## src/hdl/stfm_pkg.sv

```systemverilog
package stfm_pkg;

    // Register byte offsets on the APB bus.
    localparam logic [7:0] ADDR_STATUS = 8'h00;
    localparam logic [7:0] ADDR_CONTROL = 8'h04;
    localparam logic [7:0] ADDR_STATE = 8'h08;

    // Status register bit positions.
    localparam int ST_HIGH = 0;
    localparam int ST_LOW = 1;
    localparam int ST_UNDER = 2;
    localparam int ST_HOT = 3;
    localparam int ST_HEAT = 4;
    localparam int ST_POR = 5;
    localparam int ST_SUMMARY = 6;
    localparam int STATUS_W = 7;

    // Status after power-on: power-on and summary flags set.
    localparam logic [6:0] STATUS_POR = 7'h60;
    // Bits that sleep or a reset pulse never clear.
    localparam logic [6:0] STATUS_KEEP_POR = 7'h20;

    // Control register fields and reset value.
    localparam int CTRL_SEL_LSB = 0;
    localparam int CTRL_SLEEP = 2;
    localparam logic [2:0] CTRL_RESET = 3'h0;

    // Fault output select codes; general fault is the default.
    localparam logic [1:0] SEL_GENERAL = 2'h0;
    localparam logic [1:0] SEL_STALL = 2'h1;
    localparam logic [1:0] SEL_SUPPLY = 2'h2;
    localparam logic [1:0] SEL_OPEN = 2'h3;

    // State register field positions.
    localparam int SR_DRIVE = 0;
    localparam int SR_PUMP_LOW = 1;
    localparam int SR_ARMED = 2;
    localparam int SR_SLEEP = 3;
    localparam int SR_SERIAL = 4;
    localparam int SR_FAULTS = 8;

    // Comparator indications, each high while its condition holds.
    typedef struct packed {
        logic ov;
        logic low;
        logic uv;
        logic pump_hi;
        logic pump_lo;
        logic tw;
        logic ot;
    } stfm_cmp_t;

    localparam int CMP_W = 7;
    localparam int SYNC_W = 8;

    // Power state of the block.
    typedef enum logic [1:0] {
        ST_ACTIVE = 2'b01,
        ST_SLEEP = 2'b10
    } stfm_state_t;

endpackage

```

## src/hdl/stfm_sync.sv

```systemverilog
module stfm_sync (
    // Clock and reset.
    input wire logic pclk,
    input wire logic presetn,
    // Asynchronous levels in, synchronised levels out.
    input wire logic [stfm_pkg::SYNC_W-1:0] din,
    output logic [stfm_pkg::SYNC_W-1:0] dout
);

    logic [stfm_pkg::SYNC_W-1:0] meta_q;

    // Two flip-flop chain; only the second stage is read outside.
    always_ff @(posedge pclk or negedge presetn) begin
        if (!presetn) begin
            meta_q <= '0;
            dout <= '0;
        end else begin
            meta_q <= din;
            dout <= meta_q;
        end
    end

endmodule

```

## src/hdl/stfm_monitor.sv

```systemverilog
module stfm_monitor (
    // Clock and reset.
    input wire logic pclk,
    input wire logic presetn,
    // APB slave.
    input wire logic psel,
    input wire logic penable,
    input wire logic pwrite,
    input wire logic [7:0] paddr,
    input wire logic [31:0] pwdata,
    output logic [31:0] prdata,
    output logic pready,
    output logic pslverr,
    // Comparator indications and reset pin.
    input wire stfm_pkg::stfm_cmp_t cmp_raw,
    input wire logic reset_input_low_n,
    // Drive control and fault pin.
    output logic drive_enable,
    output logic pump_threshold_low,
    output logic serial_enable,
    output logic sleep_active,
    output logic fault_pin_out,
    output logic fault_pin_oe_n
);

    stfm_pkg::stfm_cmp_t cmp_s;
    stfm_pkg::stfm_state_t state_q;
    logic rst_req_s;
    logic [1:0] fill_q;
    logic thr_low;
    logic [stfm_pkg::STATUS_W-1:0] status_q;
    logic [stfm_pkg::STATUS_W-1:0] status_set;
    logic [stfm_pkg::STATUS_W-1:0] status_clr;
    logic [2:0] ctrl_q;
    logic ff_by_por_q;
    logic armed_q;
    logic uv_hold_q;
    logic pump_uv;
    logic supply_fault;
    logic gen_fault;
    logic disable_drive;
    logic pin_low;
    logic sleep_req;
    logic setup_ph;
    logic done;
    logic rd_status;
    logic wr_ctrl;
    logic [31:0] rdata_d;
    logic rd_err;

    // Comparator and reset pin levels pass a two-stage chain.
    stfm_sync u_sync (
        .pclk(pclk),
        .presetn(presetn),
        .din({~reset_input_low_n, cmp_raw}),
        .dout({rst_req_s, cmp_s})
    );

    // Marks the chain as filled; its outputs mean nothing before that.
    always_ff @(posedge pclk or negedge presetn) begin
        if (!presetn) begin
            fill_q <= 2'h0;
        end else begin
            fill_q <= {fill_q[0], 1'b1};
        end
    end

    // Bus phases: ready is raised for the access cycle only.
    assign setup_ph = psel && !penable && !pready;
    assign done = psel && penable && pready;
    assign rd_status = done && !pwrite && paddr == stfm_pkg::ADDR_STATUS;
    assign wr_ctrl = done && pwrite && paddr == stfm_pkg::ADDR_CONTROL;

    // Live fault states; pump judged on the selected threshold.
    always_comb begin
        // Same-cycle threshold choice, so a supply dip cannot glitch it.
        thr_low = armed_q && cmp_s.low;
        pump_uv = thr_low ? cmp_s.pump_lo : cmp_s.pump_hi;
        supply_fault = cmp_s.ov || cmp_s.low || cmp_s.uv || uv_hold_q ||
            pump_uv;
        gen_fault = supply_fault || cmp_s.tw || cmp_s.ot;
        // Supply low and hot warning do not stop the drive.
        disable_drive = cmp_s.ov || cmp_s.uv || uv_hold_q || pump_uv ||
            cmp_s.ot || state_q != stfm_pkg::ST_ACTIVE ||
            !fill_q[1];
    end

    // Fault pin selection; stall and open-load live elsewhere.
    always_comb begin
        case (ctrl_q[stfm_pkg::CTRL_SEL_LSB +: 2])
            stfm_pkg::SEL_GENERAL: pin_low = gen_fault;
            stfm_pkg::SEL_SUPPLY: pin_low = supply_fault;
            default: pin_low = 1'b0;
        endcase
        if (state_q != stfm_pkg::ST_ACTIVE) begin
            pin_low = 1'b0;
        end
        // Pin stays low until the comparators are known.
        if (!fill_q[1]) begin
            pin_low = 1'b1;
        end
    end

    // Sticky flag sources; persisting faults re-set after a read.
    always_comb begin
        status_set = '0;
        status_set[stfm_pkg::ST_HIGH] = cmp_s.ov;
        status_set[stfm_pkg::ST_LOW] = cmp_s.low;
        status_set[stfm_pkg::ST_UNDER] = cmp_s.uv || pump_uv;
        status_set[stfm_pkg::ST_HOT] = cmp_s.tw;
        status_set[stfm_pkg::ST_HEAT] = cmp_s.ot;
        status_set[stfm_pkg::ST_SUMMARY] = gen_fault;
        if (state_q != stfm_pkg::ST_ACTIVE) begin
            status_set = '0;
        end
        // Only bits returned by the read are cleared.
        status_clr = rd_status ? prdata[stfm_pkg::STATUS_W-1:0] : '0;
        if (state_q == stfm_pkg::ST_SLEEP) begin
            status_clr = ~stfm_pkg::STATUS_KEEP_POR;
            status_clr[stfm_pkg::ST_SUMMARY] = !ff_by_por_q;
        end
    end

    // Register read mux; unmapped addresses answer with an error.
    always_comb begin
        rdata_d = 32'h0000_0000;
        rd_err = 1'b0;
        case (paddr)
            stfm_pkg::ADDR_STATUS: begin
                rdata_d[stfm_pkg::STATUS_W-1:0] = status_q;
            end
            stfm_pkg::ADDR_CONTROL: begin
                rdata_d[2:0] = ctrl_q;
            end
            stfm_pkg::ADDR_STATE: begin
                rdata_d[stfm_pkg::SR_DRIVE] = drive_enable;
                rdata_d[stfm_pkg::SR_PUMP_LOW] = pump_threshold_low;
                rdata_d[stfm_pkg::SR_ARMED] = armed_q;
                rdata_d[stfm_pkg::SR_SLEEP] = sleep_active;
                rdata_d[stfm_pkg::SR_SERIAL] = serial_enable;
                rdata_d[stfm_pkg::SR_FAULTS +: stfm_pkg::CMP_W] = cmp_s;
            end
            default: begin
                rd_err = 1'b1;
            end
        endcase
    end

    // Bus answer: data and error are captured in the setup cycle.
    always_ff @(posedge pclk or negedge presetn) begin
        if (!presetn) begin
            pready <= 1'b0;
            prdata <= 32'h0000_0000;
            pslverr <= 1'b0;
        end else begin
            pready <= setup_ph;
            if (setup_ph) begin
                prdata <= pwrite ? 32'h0000_0000 : rdata_d;
                pslverr <= rd_err;
            end else if (done) begin
                pslverr <= 1'b0;
            end
        end
    end

    // Control register: fault select and sleep request.
    always_ff @(posedge pclk or negedge presetn) begin
        if (!presetn) begin
            ctrl_q <= stfm_pkg::CTRL_RESET;
        end else if (wr_ctrl) begin
            ctrl_q <= pwdata[2:0];
        end
    end

    // Sleep is entered by the pin held low or the sleep bit.
    assign sleep_req = rst_req_s || ctrl_q[stfm_pkg::CTRL_SLEEP];

    // Power state machine.
    always_ff @(posedge pclk or negedge presetn) begin
        if (!presetn) begin
            state_q <= stfm_pkg::ST_ACTIVE;
        end else begin
            case (state_q)
                stfm_pkg::ST_ACTIVE: begin
                    if (sleep_req) begin
                        state_q <= stfm_pkg::ST_SLEEP;
                    end
                end
                stfm_pkg::ST_SLEEP: begin
                    if (!sleep_req) begin
                        state_q <= stfm_pkg::ST_ACTIVE;
                    end
                end
                default: state_q <= stfm_pkg::ST_ACTIVE;
            endcase
        end
    end

    // Status flags: set wins over every clear.
    // Hot and overheat flags outlive their fault states.
    always_ff @(posedge pclk or negedge presetn) begin
        if (!presetn) begin
            status_q <= stfm_pkg::STATUS_POR;
        end else begin
            status_q <= (status_q & ~status_clr) | status_set;
        end
    end

    // Remembers that the summary flag was set by power-on.
    always_ff @(posedge pclk or negedge presetn) begin
        if (!presetn) begin
            ff_by_por_q <= 1'b1;
        end else if (status_clr[stfm_pkg::ST_SUMMARY]) begin
            ff_by_por_q <= 1'b0;
        end
    end

    // Threshold arming after power-on or wake.
    always_ff @(posedge pclk or negedge presetn) begin
        if (!presetn) begin
            armed_q <= 1'b0;
        end else if (state_q != stfm_pkg::ST_ACTIVE) begin
            armed_q <= 1'b0;
        end else if (!cmp_s.low && fill_q[1]) begin
            armed_q <= 1'b1;
        end
    end

    // Pump threshold follows supply low once armed.
    always_ff @(posedge pclk or negedge presetn) begin
        if (!presetn) begin
            pump_threshold_low <= 1'b0;
        end else begin
            pump_threshold_low <= thr_low;
        end
    end

    // Undervoltage recovery waits for supply low and pump.
    always_ff @(posedge pclk or negedge presetn) begin
        if (!presetn) begin
            uv_hold_q <= 1'b0;
        end else if (cmp_s.uv) begin
            uv_hold_q <= 1'b1;
        end else if (!cmp_s.low && !pump_uv) begin
            uv_hold_q <= 1'b0;
        end
    end

    // Drive enable and serial port; control register stays intact, sleep clears the status flags other than those set by power-on.
    always_ff @(posedge pclk or negedge presetn) begin
        if (!presetn) begin
            drive_enable <= 1'b0;
            serial_enable <= 1'b0;
            sleep_active <= 1'b0;
        end else begin
            drive_enable <= !disable_drive;
            serial_enable <= !cmp_s.uv && state_q == stfm_pkg::ST_ACTIVE;
            sleep_active <= state_q == stfm_pkg::ST_SLEEP;
        end
    end

    // Open-drain fault pin, pulled low during reset.
    always_ff @(posedge pclk or negedge presetn) begin
        if (!presetn) begin
            fault_pin_out <= 1'b0;
            fault_pin_oe_n <= 1'b0;
        end else begin
            fault_pin_out <= 1'b0;
            fault_pin_oe_n <= !pin_low;
        end
    end
endmodule

```

## config.mk

```make
export PLATFORM = sky130hd
export DESIGN_NAME = stfm_monitor
export DESIGN_NICKNAME = d
export VERILOG_FILES = /design/src/hdl/stfm_pkg.sv /design/src/hdl/stfm_sync.sv /design/src/hdl/stfm_monitor.sv
export SDC_FILE = /design/constraint.sdc
export NUM_CORES = 1
export LEC_CHECK = 0
export BUFFER_PORTS_ARGS = -buffer_cell sky130_fd_sc_hd__buf_2
export CORE_MARGIN = 3
export CORE_UTILIZATION = 47
export DETAILED_ROUTE_END_ITERATION = 10
export GPL_TIMING_DRIVEN = 0
export PLACE_DENSITY = 0.84
export SETUP_SLACK_MARGIN = 0.15
export SYNTH_ARGS = -nofsm -noshare
export SYNTH_HDL_FRONTEND = slang
export SYNTH_SLANG_ARGS = --single-unit
```

## constraint.sdc

```tcl
create_clock -name pclk -period 1.96 [get_ports pclk]
set_input_delay 0.098 -clock pclk [delete_from_list [all_inputs] [get_ports pclk]]
set_output_delay 0.098 -clock pclk [all_outputs]
set_load 0.01 [all_outputs]
```

==> reports/metrics.cfg, run 1 <==
[yosys]
syn-cell-area_sq_um = 2240
ys_ff_latch = 54
ys_seq_area_share_pct = 60.7
synth_common_cells = dfrtp_1, buf_4, nand2_1
ys_types = 39
syn_area_per_cell_sq_um = 11.7
synth_ff_type = dfrtp_1
synthTopCellsByArea = dfrtp_1, buf_4, dfstp_2
syn_inst = 191
yosysTopAreaCell = dfrtp_1
synth_top_cell_area_share_pct = 56.0
synth_edf_count = 0
synth-async-reset-ratio_pct = 100
yosysWarnings = 0
synth.most_common_cell = dfrtp_1

[clock_network]
cts_sinks = 54
cts-resized-gates = 0
htreeDepth = 2
clock_tree.buffer_depth = 2
cts_buffers = 5
clk_pin_slew_ns = 0.09
cts_tree = built
root_buffer = clkbuf_8
cts_setup_buffers = 0
clock_latency_ns = 0.31

[floorplan]
die_area_sq_um = 5620
die_w_microns = 75.0
dieHeight_microns = 75.0
coreArea_sq_um = 4470
initial_core_util_pct = 50.0
fp-row-count = 24
pin_count = 93

[timing]
setup_tns_ns = 0
slew_viol_final = 0
skew_ns = 0.00553
timing.final.crit_share_pct = 83.8
max_slew_margin_pct = 23.2
worst_pin_slew_ns = 1.15
grt_setup_unrepaired = no
max_freq_ghz = 0.609
min_period_ns = 1.64
setup_viol = 0
hold_viol = 0

[placement]
placed_area_sq_um = 2580
gp_congestion = 0.813
place_hpwl_microns = 3240
dp_cells = 303
io_buffers = 42

[routing]
routed_wl_microns = 4470
wl_per_cell_microns = 14.0
dr.pass1.iters = 4
drt-vias-per-instance = 5.03
drc = 0
vias = 1606
ant_nets = 0
drt_iter0_drc = 109

[layout]
final_cells = 319
area_growth_pct = 23.1
final_area_sq_um = 2750
num_antenna_cells = 0
drive_above_1_share_pct = 33.0
nNetsFinal = 319

[outcome]
status = complete, no violations

[pwr]
power_mw = 2.17
ir_drop_mv = 0.532
p_per_area_nw_per_um2 = 790
leakage_nw = 1.44

[setup_path]
crit_family = buffers and inverters
path_buf_inv = 2
path_class = flop to flop
path_max_fanout = 10
cp-end-kind = flop
rrSetupSlack_ns = 0.32
crit_path_start_kind = flop
cpPeakStageDelay_ns = 0.39
crit_start = pready
crit_chain = or3b_1, buf_2, clkbuf_1, a21oi_1, a22oi_1
reg2reg_depth = 5
slowest_stage = dfrtp_1
cp.depth = 5
worstPathRequired_ns = 2.12
r2r-end = pslverr
worstReg2RegStart = pready
cp.arrival_ns = 1.81

[grt]
antenna_found_initial = 0
grt_use_total_pct = 17.4
grt_pass1_vias = 1559
grt.overflow.total = 0
grt_pass1_wl_microns = 7300
grt_start_max_net_pins = 55

[run]
max_cap_violations = 0

[worst_hold_path]
hold_class = input port to asynchronous set/reset pin

-- registers in the layout, indices dropped and copies added, names as in the netlist --
| name | count |
|---|---|
| armed_q | 1 |
| status_q | 7 |
| drive_enable | 1 |
| ff_by_por_q | 1 |
| serial_enable | 1 |
| uv_hold_q | 1 |
| pump_threshold_low | 1 |
| u_sync.dout | 8 |
| sleep_active | 1 |
| pslverr | 1 |
| pready | 1 |
| fault_pin_oe_n | 1 |
| ctrl_q | 3 |
| state_q | 2 |
| u_sync.meta_q | 8 |
| fill_q | 2 |
| prdata | 14 |
-- metal layers --
metal | vias to the layer above | GRT usage, % | wire (microns)
met1 | 777 | 21.6 | 1930
li1 | 778 | - | -
met2 | 46 | 29.9 | 2220
met3 | 5 | 4.27 | 262
met4 | 0 | 5.73 | 46
met5 | - | 0 | 0
-- worst max path at each step --
stage,end,slack (ns)
final,pslverr,0.32
after global routing,pslverr,0.21
after CTS,pslverr,0.30
after floorplan,prdata[3],0.44
after detailed placement,pslverr,0.33
after global placement,prdata[12],0.36
-- layout make-up --
| type | instances | area, sq um |
|---|---|---|
| repair buffers | 50 | 290 |
| well taps | 52 | 65.1 |
| flip-flops and latches | 54 | 1360 |
| plain buffers | 26 | 188 |
| clock inverters | 3 | 23.8 |
| clock buffers | 5 | 68.8 |
| inverters | 10 | 37.5 |
| fillers | 377 | 1720 |
| multi-input cells | 119 | 722 |
-- through the flow --
step | util (%) | hold slack, ns | worst slack, ns
finish | 61.5 | 0.00172 | 0.317
global route | 61.5 | 0.0151 | 0.212
CTS | 61.5 | 0.0141 | 0.303
detailed placement | 57.6 | 0.207 | 0.327
global placement | 57.6 | 0.205 | 0.361
floorplan | - | -0.198 | 0.445
-- placed cells by master (no fill, tap or decap), types with 3 or more instances in the layout --
master         netlist  routed
o2111a_1             4       4
mux2i_1              3       3
a22oi_1              3       3
dlygate4sd3_1        0       8
mux2_2               3       3
dfrtp_1             50      50
a22o_1               9       9
inv_1                9       9
a31oi_1              3       3
conb_1               2      20
dfstp_2              4       4
o211ai_1             4       4
a21oi_1              8       8
nor2_1              12      12
o21ai_0              5       5
nand2b_1             7       7
buf_2                3      45
buf_4               19      19
clkbuf_8             0       5
nand2_1             15      15
-- report_power, final --
part	switching [mW]	internal (mW)	total, mW	leakage, nW
logic	0.148	0.136	0.284	0.733
clock network	0.381	0.256	0.637	0.0408
registers	0.0600	1.19	1.25	0.668
-- repair_timing --
item,in CTS,in global routing
setup endpoints to repair,0,0
hold buffers,8,0
endpoints found under the hold margin,8,0
-- kinds of logic after synthesis --
| kind of cell | count (synthesis) | synth area share [%] |
|---|---|---|
| buffers and inverters | 36 | 10.1 |
| AOI/OAI and AO/OA | 41 | 13.2 |
| DFF | 54 | 60.7 |
| muxes | 6 | 2.85 |
| and+or+nand+nor | 52 | 12.9 |
| other | 2 | 0.336 |
(Power assumes the default switching activity.)
==> inputs of run 2 (changes only) <==
Settings changed: CORE_UTILIZATION 47 to 43, PLACE_DENSITY 0.84 to 0.81.
Clock period 1.96 ns to 1.3 ns, I/O delays scaled along.
==> reports/metrics.cfg, run 2 (synthesis results as in run 1) <==
[timing]
worst_pin_slew_ns = 1.17  ; +0.0174 ns
holdWs_ns = -0.0108  ; -0.0125 ns
hold_viol = 22  ; +22
slew_viol_final = 0  ; unchanged
setup_ws_ns = -0.203  ; -0.519 ns
setup_tns_ns = -2.95  ; -2.95 ns
grt_setup_unrepaired = yes
timing.final.crit_share_pct = 116  ; +32 points
max_slew_margin_pct = 22.1  ; -1.2 points
min_period_ns = 1.50  ; -0.141 ns
max_freq_ghz = 0.666  ; +9.4%
skew_ns = 0.00697  ; +0.00143 ns
setup_viol = 22  ; +22

[pwr]
p_switching_mw = 0.923  ; +57%
leakage_nw = 1.61  ; +12%
internal_power_mw = 2.67  ; +68%
p_seq_share_pct = 52.8  ; -4.8 points
ir_drop_mv = 0.799  ; +50%
clock_power_share_pct = 31.6  ; +2.3 points
comb_power_share_pct = 15.5  ; +2.4 points
sw_frac_of_total_pct = 25.7  ; -1.4 points
p_per_area_nw_per_um2 = 1130  ; +43%

[routing]
routed_wl_microns = 5110  ; +14%
ant_nets = 0  ; unchanged
wl_per_cell_microns = 14.4  ; +3.1%
vias = 1716  ; +6.8%
dr.pass1.iters = 4  ; unchanged
drt_iter0_drc = 124  ; +14%
drt-vias-per-instance = 4.85  ; -3.7%
drc = 0  ; unchanged

[grt]
use_met1_pct = 20.6  ; -1.0 points
grt-busiest-layer = met2
grt_start_max_net_pins = 55  ; unchanged
grt_use_total_pct = 16.8  ; -0.65 points
grt_pass1_vias = 1679  ; +7.7%
grt_pass1_wl_microns = 8050  ; +10%
antenna_found_initial = 0  ; unchanged
grt.overflow.total = 0  ; unchanged
grt_use_met2_pct = 28.9  ; -0.95 points
met3_usage_pct = 3.78  ; -0.49 points

[floorplan]
fp-row-count = 25  ; +4.2%
die_w_microns = 78.1  ; +4.2%
dieHeight_microns = 78.1  ; +4.2%
coreArea_sq_um = 4880  ; +9.1%
pin_count = 93  ; unchanged
initial_core_util_pct = 45.8  ; -4.2 points
die_area_sq_um = 6100  ; +8.6%

[setup_path]
rrSetupSlack_ns = -0.20  ; -0.52 ns
worstPathRequired_ns = 1.55  ; -0.57 ns
crit_chain = or3b_1, buf_6, inv_4, and4_4, buf_8, a22o_1
cp.arrival_ns = 1.76  ; -0.05 ns
slowest_stage = dfrtp_1
path_class = flop to flop
crit_path_end = prdata[9]
reg2reg_depth = 6  ; +1
worstReg2RegStart = pready
r2r-end = prdata[9]
crit_start = pready
crit_path_start_kind = flop
cpPeakStageDelay_ns = 0.39  ; about the same
path_max_fanout = 9  ; -1
cp-end-kind = flop

[layout]
final_cell_mix = dfrtp_1, buf_2, buf_4, conb_1, nand2_1
num_antenna_cells = 0  ; unchanged
num-fill-cells = 379  ; +0.53%
drive_above_1_share_pct = 43.2  ; +10 points
top_register = prdata
area_growth_pct = 42.3
final_common_cell = dfrtp_1
nNetsFinal = 339  ; +6.3%
largest_register_ffs = 14  ; unchanged
top_regs = prdata x14, u_sync.dout x8, u_sync.meta_q x8
fin_util_pct = 65.2  ; +3.7 points
final_area_sq_um = 3180  ; +16%

[placement]
placed_area_sq_um = 2630  ; +2.0%
place_hpwl_microns = 3250  ; +0.32%
io_buffers = 42  ; unchanged
gp_congestion = 0.778  ; -4.3%

[outcome]
status = finished, violations left
violations = hold timing, setup timing

[clock_network]
clock_latency_ns = 0.31  ; about the same
cts_sinks = 54  ; unchanged
cts_buffers = 5  ; unchanged
root_buffer = clkbuf_8
clk_pin_slew_ns = 0.10  ; about the same
clock_tree.buffer_depth = 2  ; unchanged
cts_tree = built
htreeDepth = 2  ; unchanged

[run]
max_cap_violations = 0  ; unchanged

[worst_hold_path]
hold_class = input port to asynchronous set/reset pin

run 2: cell count changes in the layout (fill, tap and decap cells not counted), sizes merged:
cell,change
buf,+17
bufinv,+1
clkinv,+1
clkinvlp,-2
dlygate4sd3,+3
run 2: repair_timing:
item	4_1_cts	5_1_grt
gates cloned	1	0
endpoints found under the setup margin	30	30
gates resized for setup	19	25
hold buffers	11	0
pin swaps	3	11
hold endpoints to repair	11	0
setup buffers	6	10
run 2: cell type report:
class                   count  area (sq um)  area share, %
repair buffers             70           488           15.3
inverters                  10          40.0           1.26
plain buffers              26           226           7.12
well taps                  67          83.8           2.63
clock buffers               5          68.8           2.16
clock inverters             3          47.5           1.49
flip-flops and latches     54          1360           42.7
multi-input cells         119           870           27.3
run 2: through the flow:
step | hold slack [ns] | worst slack (ns) | power (mW) | cells
floorplan | -0.231 | -0.156 | 2.18 | 209
global placement | 0.172 | -0.193 | 2.32 | 318
detailed placement | 0.175 | -0.258 | 2.34 | 318
CTS | 0.00374 | -0.204 | 3.56 | 344
global route | 0.0708 | -0.294 | 3.76 | 354
finish | -0.0108 | -0.203 | 3.59 | 354
run 2: power groups by stage:
stage	sequential [mW]	combinational [mW]	clock (mW)
after global placement	1.92	0.403	0
after floorplan	1.91	0.275	0
after detailed placement	1.93	0.416	0
final	1.90	0.558	1.14
after CTS	1.89	0.496	1.17
after global routing	1.91	0.617	1.23
run 2: worst min-delay path by stage:
stage / startpoint / endpoint / slack, ns / cells past startpoint
after floorplan: presetn / armed_q / -0.23 / 0
after global placement: cmp_raw[6] / u_sync.meta_q[6] / 0.17 / 1
after detailed placement: cmp_raw[2] / u_sync.meta_q[2] / 0.18 / 1
after CTS: presetn / state_q[1] / 0.004 / 1
after global routing: presetn / uv_hold_q / 0.07 / 1
final: presetn / pslverr / -0.01 / 1
run 2: critical path, delay by kind of cell, from the launching register on:
family	cells	cell delay (ns)
buffers and inverters	3	0.32
AO/OA/AOI/OAI	1	0.14
flip-flops	1	0.39
AND/OR/NAND/NOR	2	0.58
run 2: metal layers:
metal | part of all wire [%] | vias to the layer above
met5 | 0 | -
met4 | 1.4 | 0
met3 | 5.8 | 10
met2 | 52 | 61
met1 | 41 | 831
li1 | - | 814
==> inputs of run 3 (changes only) <==
Settings changed: BUFFER_PORTS_ARGS -buffer_cell sky130_fd_sc_hd__buf_2 to default, CORE_UTILIZATION 43 to 55, DONT_BUFFER_PORTS from default to 1, PLACE_DENSITY 0.81 to 0.78.
==> reports/metrics.cfg, run 3 (synthesis results as in run 1) <==
[outcome]
status = finished, violations left
violations = hold timing, setup timing

[routing]
ant_nets = 0  ; unchanged
drt_iter0_drc = 85  ; -31%
dr.pass1.iters = 4  ; unchanged
drt-vias-per-instance = 5.35  ; +10%
routed_wl_microns = 4770  ; -6.6%
drc = 0  ; unchanged
vias = 1545  ; -10%
wl_per_cell_microns = 16.5  ; +14%

[timing]
timing.final.crit_share_pct = 122  ; +6.5 points
setup_ws_ns = -0.286  ; -0.0839 ns
min_period_ns = 1.59  ; +0.0839 ns
holdWs_ns = -0.560  ; -0.550 ns
skew_ns = 0.0108  ; +0.00385 ns
setup_tns_ns = -4.11  ; -1.16 ns
grt_setup_unrepaired = yes
slew_viol_final = 0  ; unchanged
max_freq_ghz = 0.630  ; -5.3%
setup_viol = 21  ; -4.5%
hold_viol = 54  ; +150%

[clock_network]
clock_tree.buffer_depth = 2  ; unchanged
clock_latency_ns = 0.31  ; about the same
cts_sinks = 54  ; unchanged
clk_pin_slew_ns = 0.09  ; about the same
htreeDepth = 2  ; unchanged
cts_hold_buf = 12  ; +1
cts_tree = built
root_buffer = clkbuf_8
cts_buffers = 5  ; unchanged

[grt]
grt_pass1_vias = 1591  ; -5.2%
antenna_found_initial = 0  ; unchanged
grt_start_max_net_pins = 55  ; unchanged
grt_use_total_pct = 20.1  ; +3.3 points
grt_pass1_wl_microns = 7730  ; -3.9%
grt.overflow.total = 0  ; unchanged

[setup_path]
crit_chain = or3b_1, buf_6, inv_4, and4_4, buf_8, a22o_1
cp-end-kind = flop
worstPathRequired_ns = 1.54  ; about the same
path_max_fanout = 9  ; unchanged
crit_path_start_kind = flop
cp.arrival_ns = 1.83  ; +0.07 ns
cpPeakStageDelay_ns = 0.44  ; +0.05 ns
slowest_stage = dfrtp_1
path_class = flop to flop

[floorplan]
fp-row-count = 22  ; -12%
die_area_sq_um = 4870  ; -20%
coreArea_sq_um = 3800  ; -22%
pin_count = 93  ; unchanged
dieHeight_microns = 69.8  ; -11%
initial_core_util_pct = 58.9  ; +13 points
die_w_microns = 69.8  ; -11%

[pwr]
ir_drop_mv = 0.613  ; -23%
p_per_area_nw_per_um2 = 1200  ; +6.1%
leakage_nw = 1.40  ; -13%
power_mw = 3.48  ; -3.0%

[placement]
gp_congestion = 0.846  ; +8.7%
io_buffers = 0  ; -100%
place_hpwl_microns = 3220  ; -0.92%
post-place-ws_ns = -0.262  ; -0.00407 ns
placed_area_sq_um = 2400  ; -8.9%
dp_cells = 257  ; -19%

[layout]
drive_above_1_share_pct = 32.8  ; -10 points
final_cell_mix = dfrtp_1, buf_4, conb_1, nand2_1, dlygate4sd3_1
largest_register_ffs = 14  ; unchanged
final_common_cell = dfrtp_1
num-fill-cells = 219  ; -42%
nNetsFinal = 293  ; -14%
final_area_sq_um = 2910  ; -8.6%
num_antenna_cells = 0  ; unchanged
fin_util_pct = 76.5  ; +11 points
top_register = prdata
area_growth_pct = 30.1
final_cells = 289  ; -18%
top_regs = prdata x14, u_sync.dout x8, u_sync.meta_q x8

[worst_hold_path]
hold_class = input port to asynchronous set/reset pin

[run]
max_cap_violations = 0  ; unchanged

-- run 3: repair_timing --
item,in CTS,in global routing
buffers inserted,5,7
hold endpoints to repair,68,54
gates resized for setup,14,30
pin swaps,4,7
setup endpoints to repair,29,29
-- run 3: metal layers --
layer / up-vias / wire [microns] / track usage (%)
li1: 724 / - / -
met1: 748 / 1890 / 23.7
met2: 63 / 2440 / 32.6
met3: 10 / 359 / 7.97
met4: 0 / 73 / 8.51
met5: - / 0 / 0
-- run 3: where the power goes --
group          internal [mW]  total, mW  switching [mW]
logic                  0.253      0.474           0.220
clock network          0.567       1.09           0.525
registers               1.80       1.92           0.117
-- run 3: path summary, 6_finish.rpt --
path                                  start             end  slack [ns]  depth (start not counted)
max                                  pready      prdata[12]       -0.29                          6
min                                 presetn     status_q[0]       -0.56                          0
max reg2reg                          pready      prdata[12]       -0.29                          6
min reg2reg                u_sync.meta_q[2]  u_sync.dout[2]        0.35                          0
max in group asynchronous           presetn      state_q[0]        1.69                          0
min in group pclk                   penable          pready        0.05                          3
-- run 3: critical path: cells and delay by family (launching register included) --
kind | cells | cell delay (ns)
and+or+nand+nor | 2 | 0.61
DFF | 1 | 0.44
buffers and inverters | 3 | 0.33
AOI/OAI and AO/OA | 1 | 0.14
-- run 3: layout make-up --
type	instances	area (sq um)	share of cell area, %
Buffer	26	225	7.75
Sequential cell	54	1360	46.7
Tap cell	48	60.1	2.07
Clock buffer	5	68.8	2.37
Clock inverter	3	40.0	1.38
Multi-Input combinational cell	119	878	30.2
Timing Repair Buffer	24	238	8.18
Inverter	10	40.0	1.38
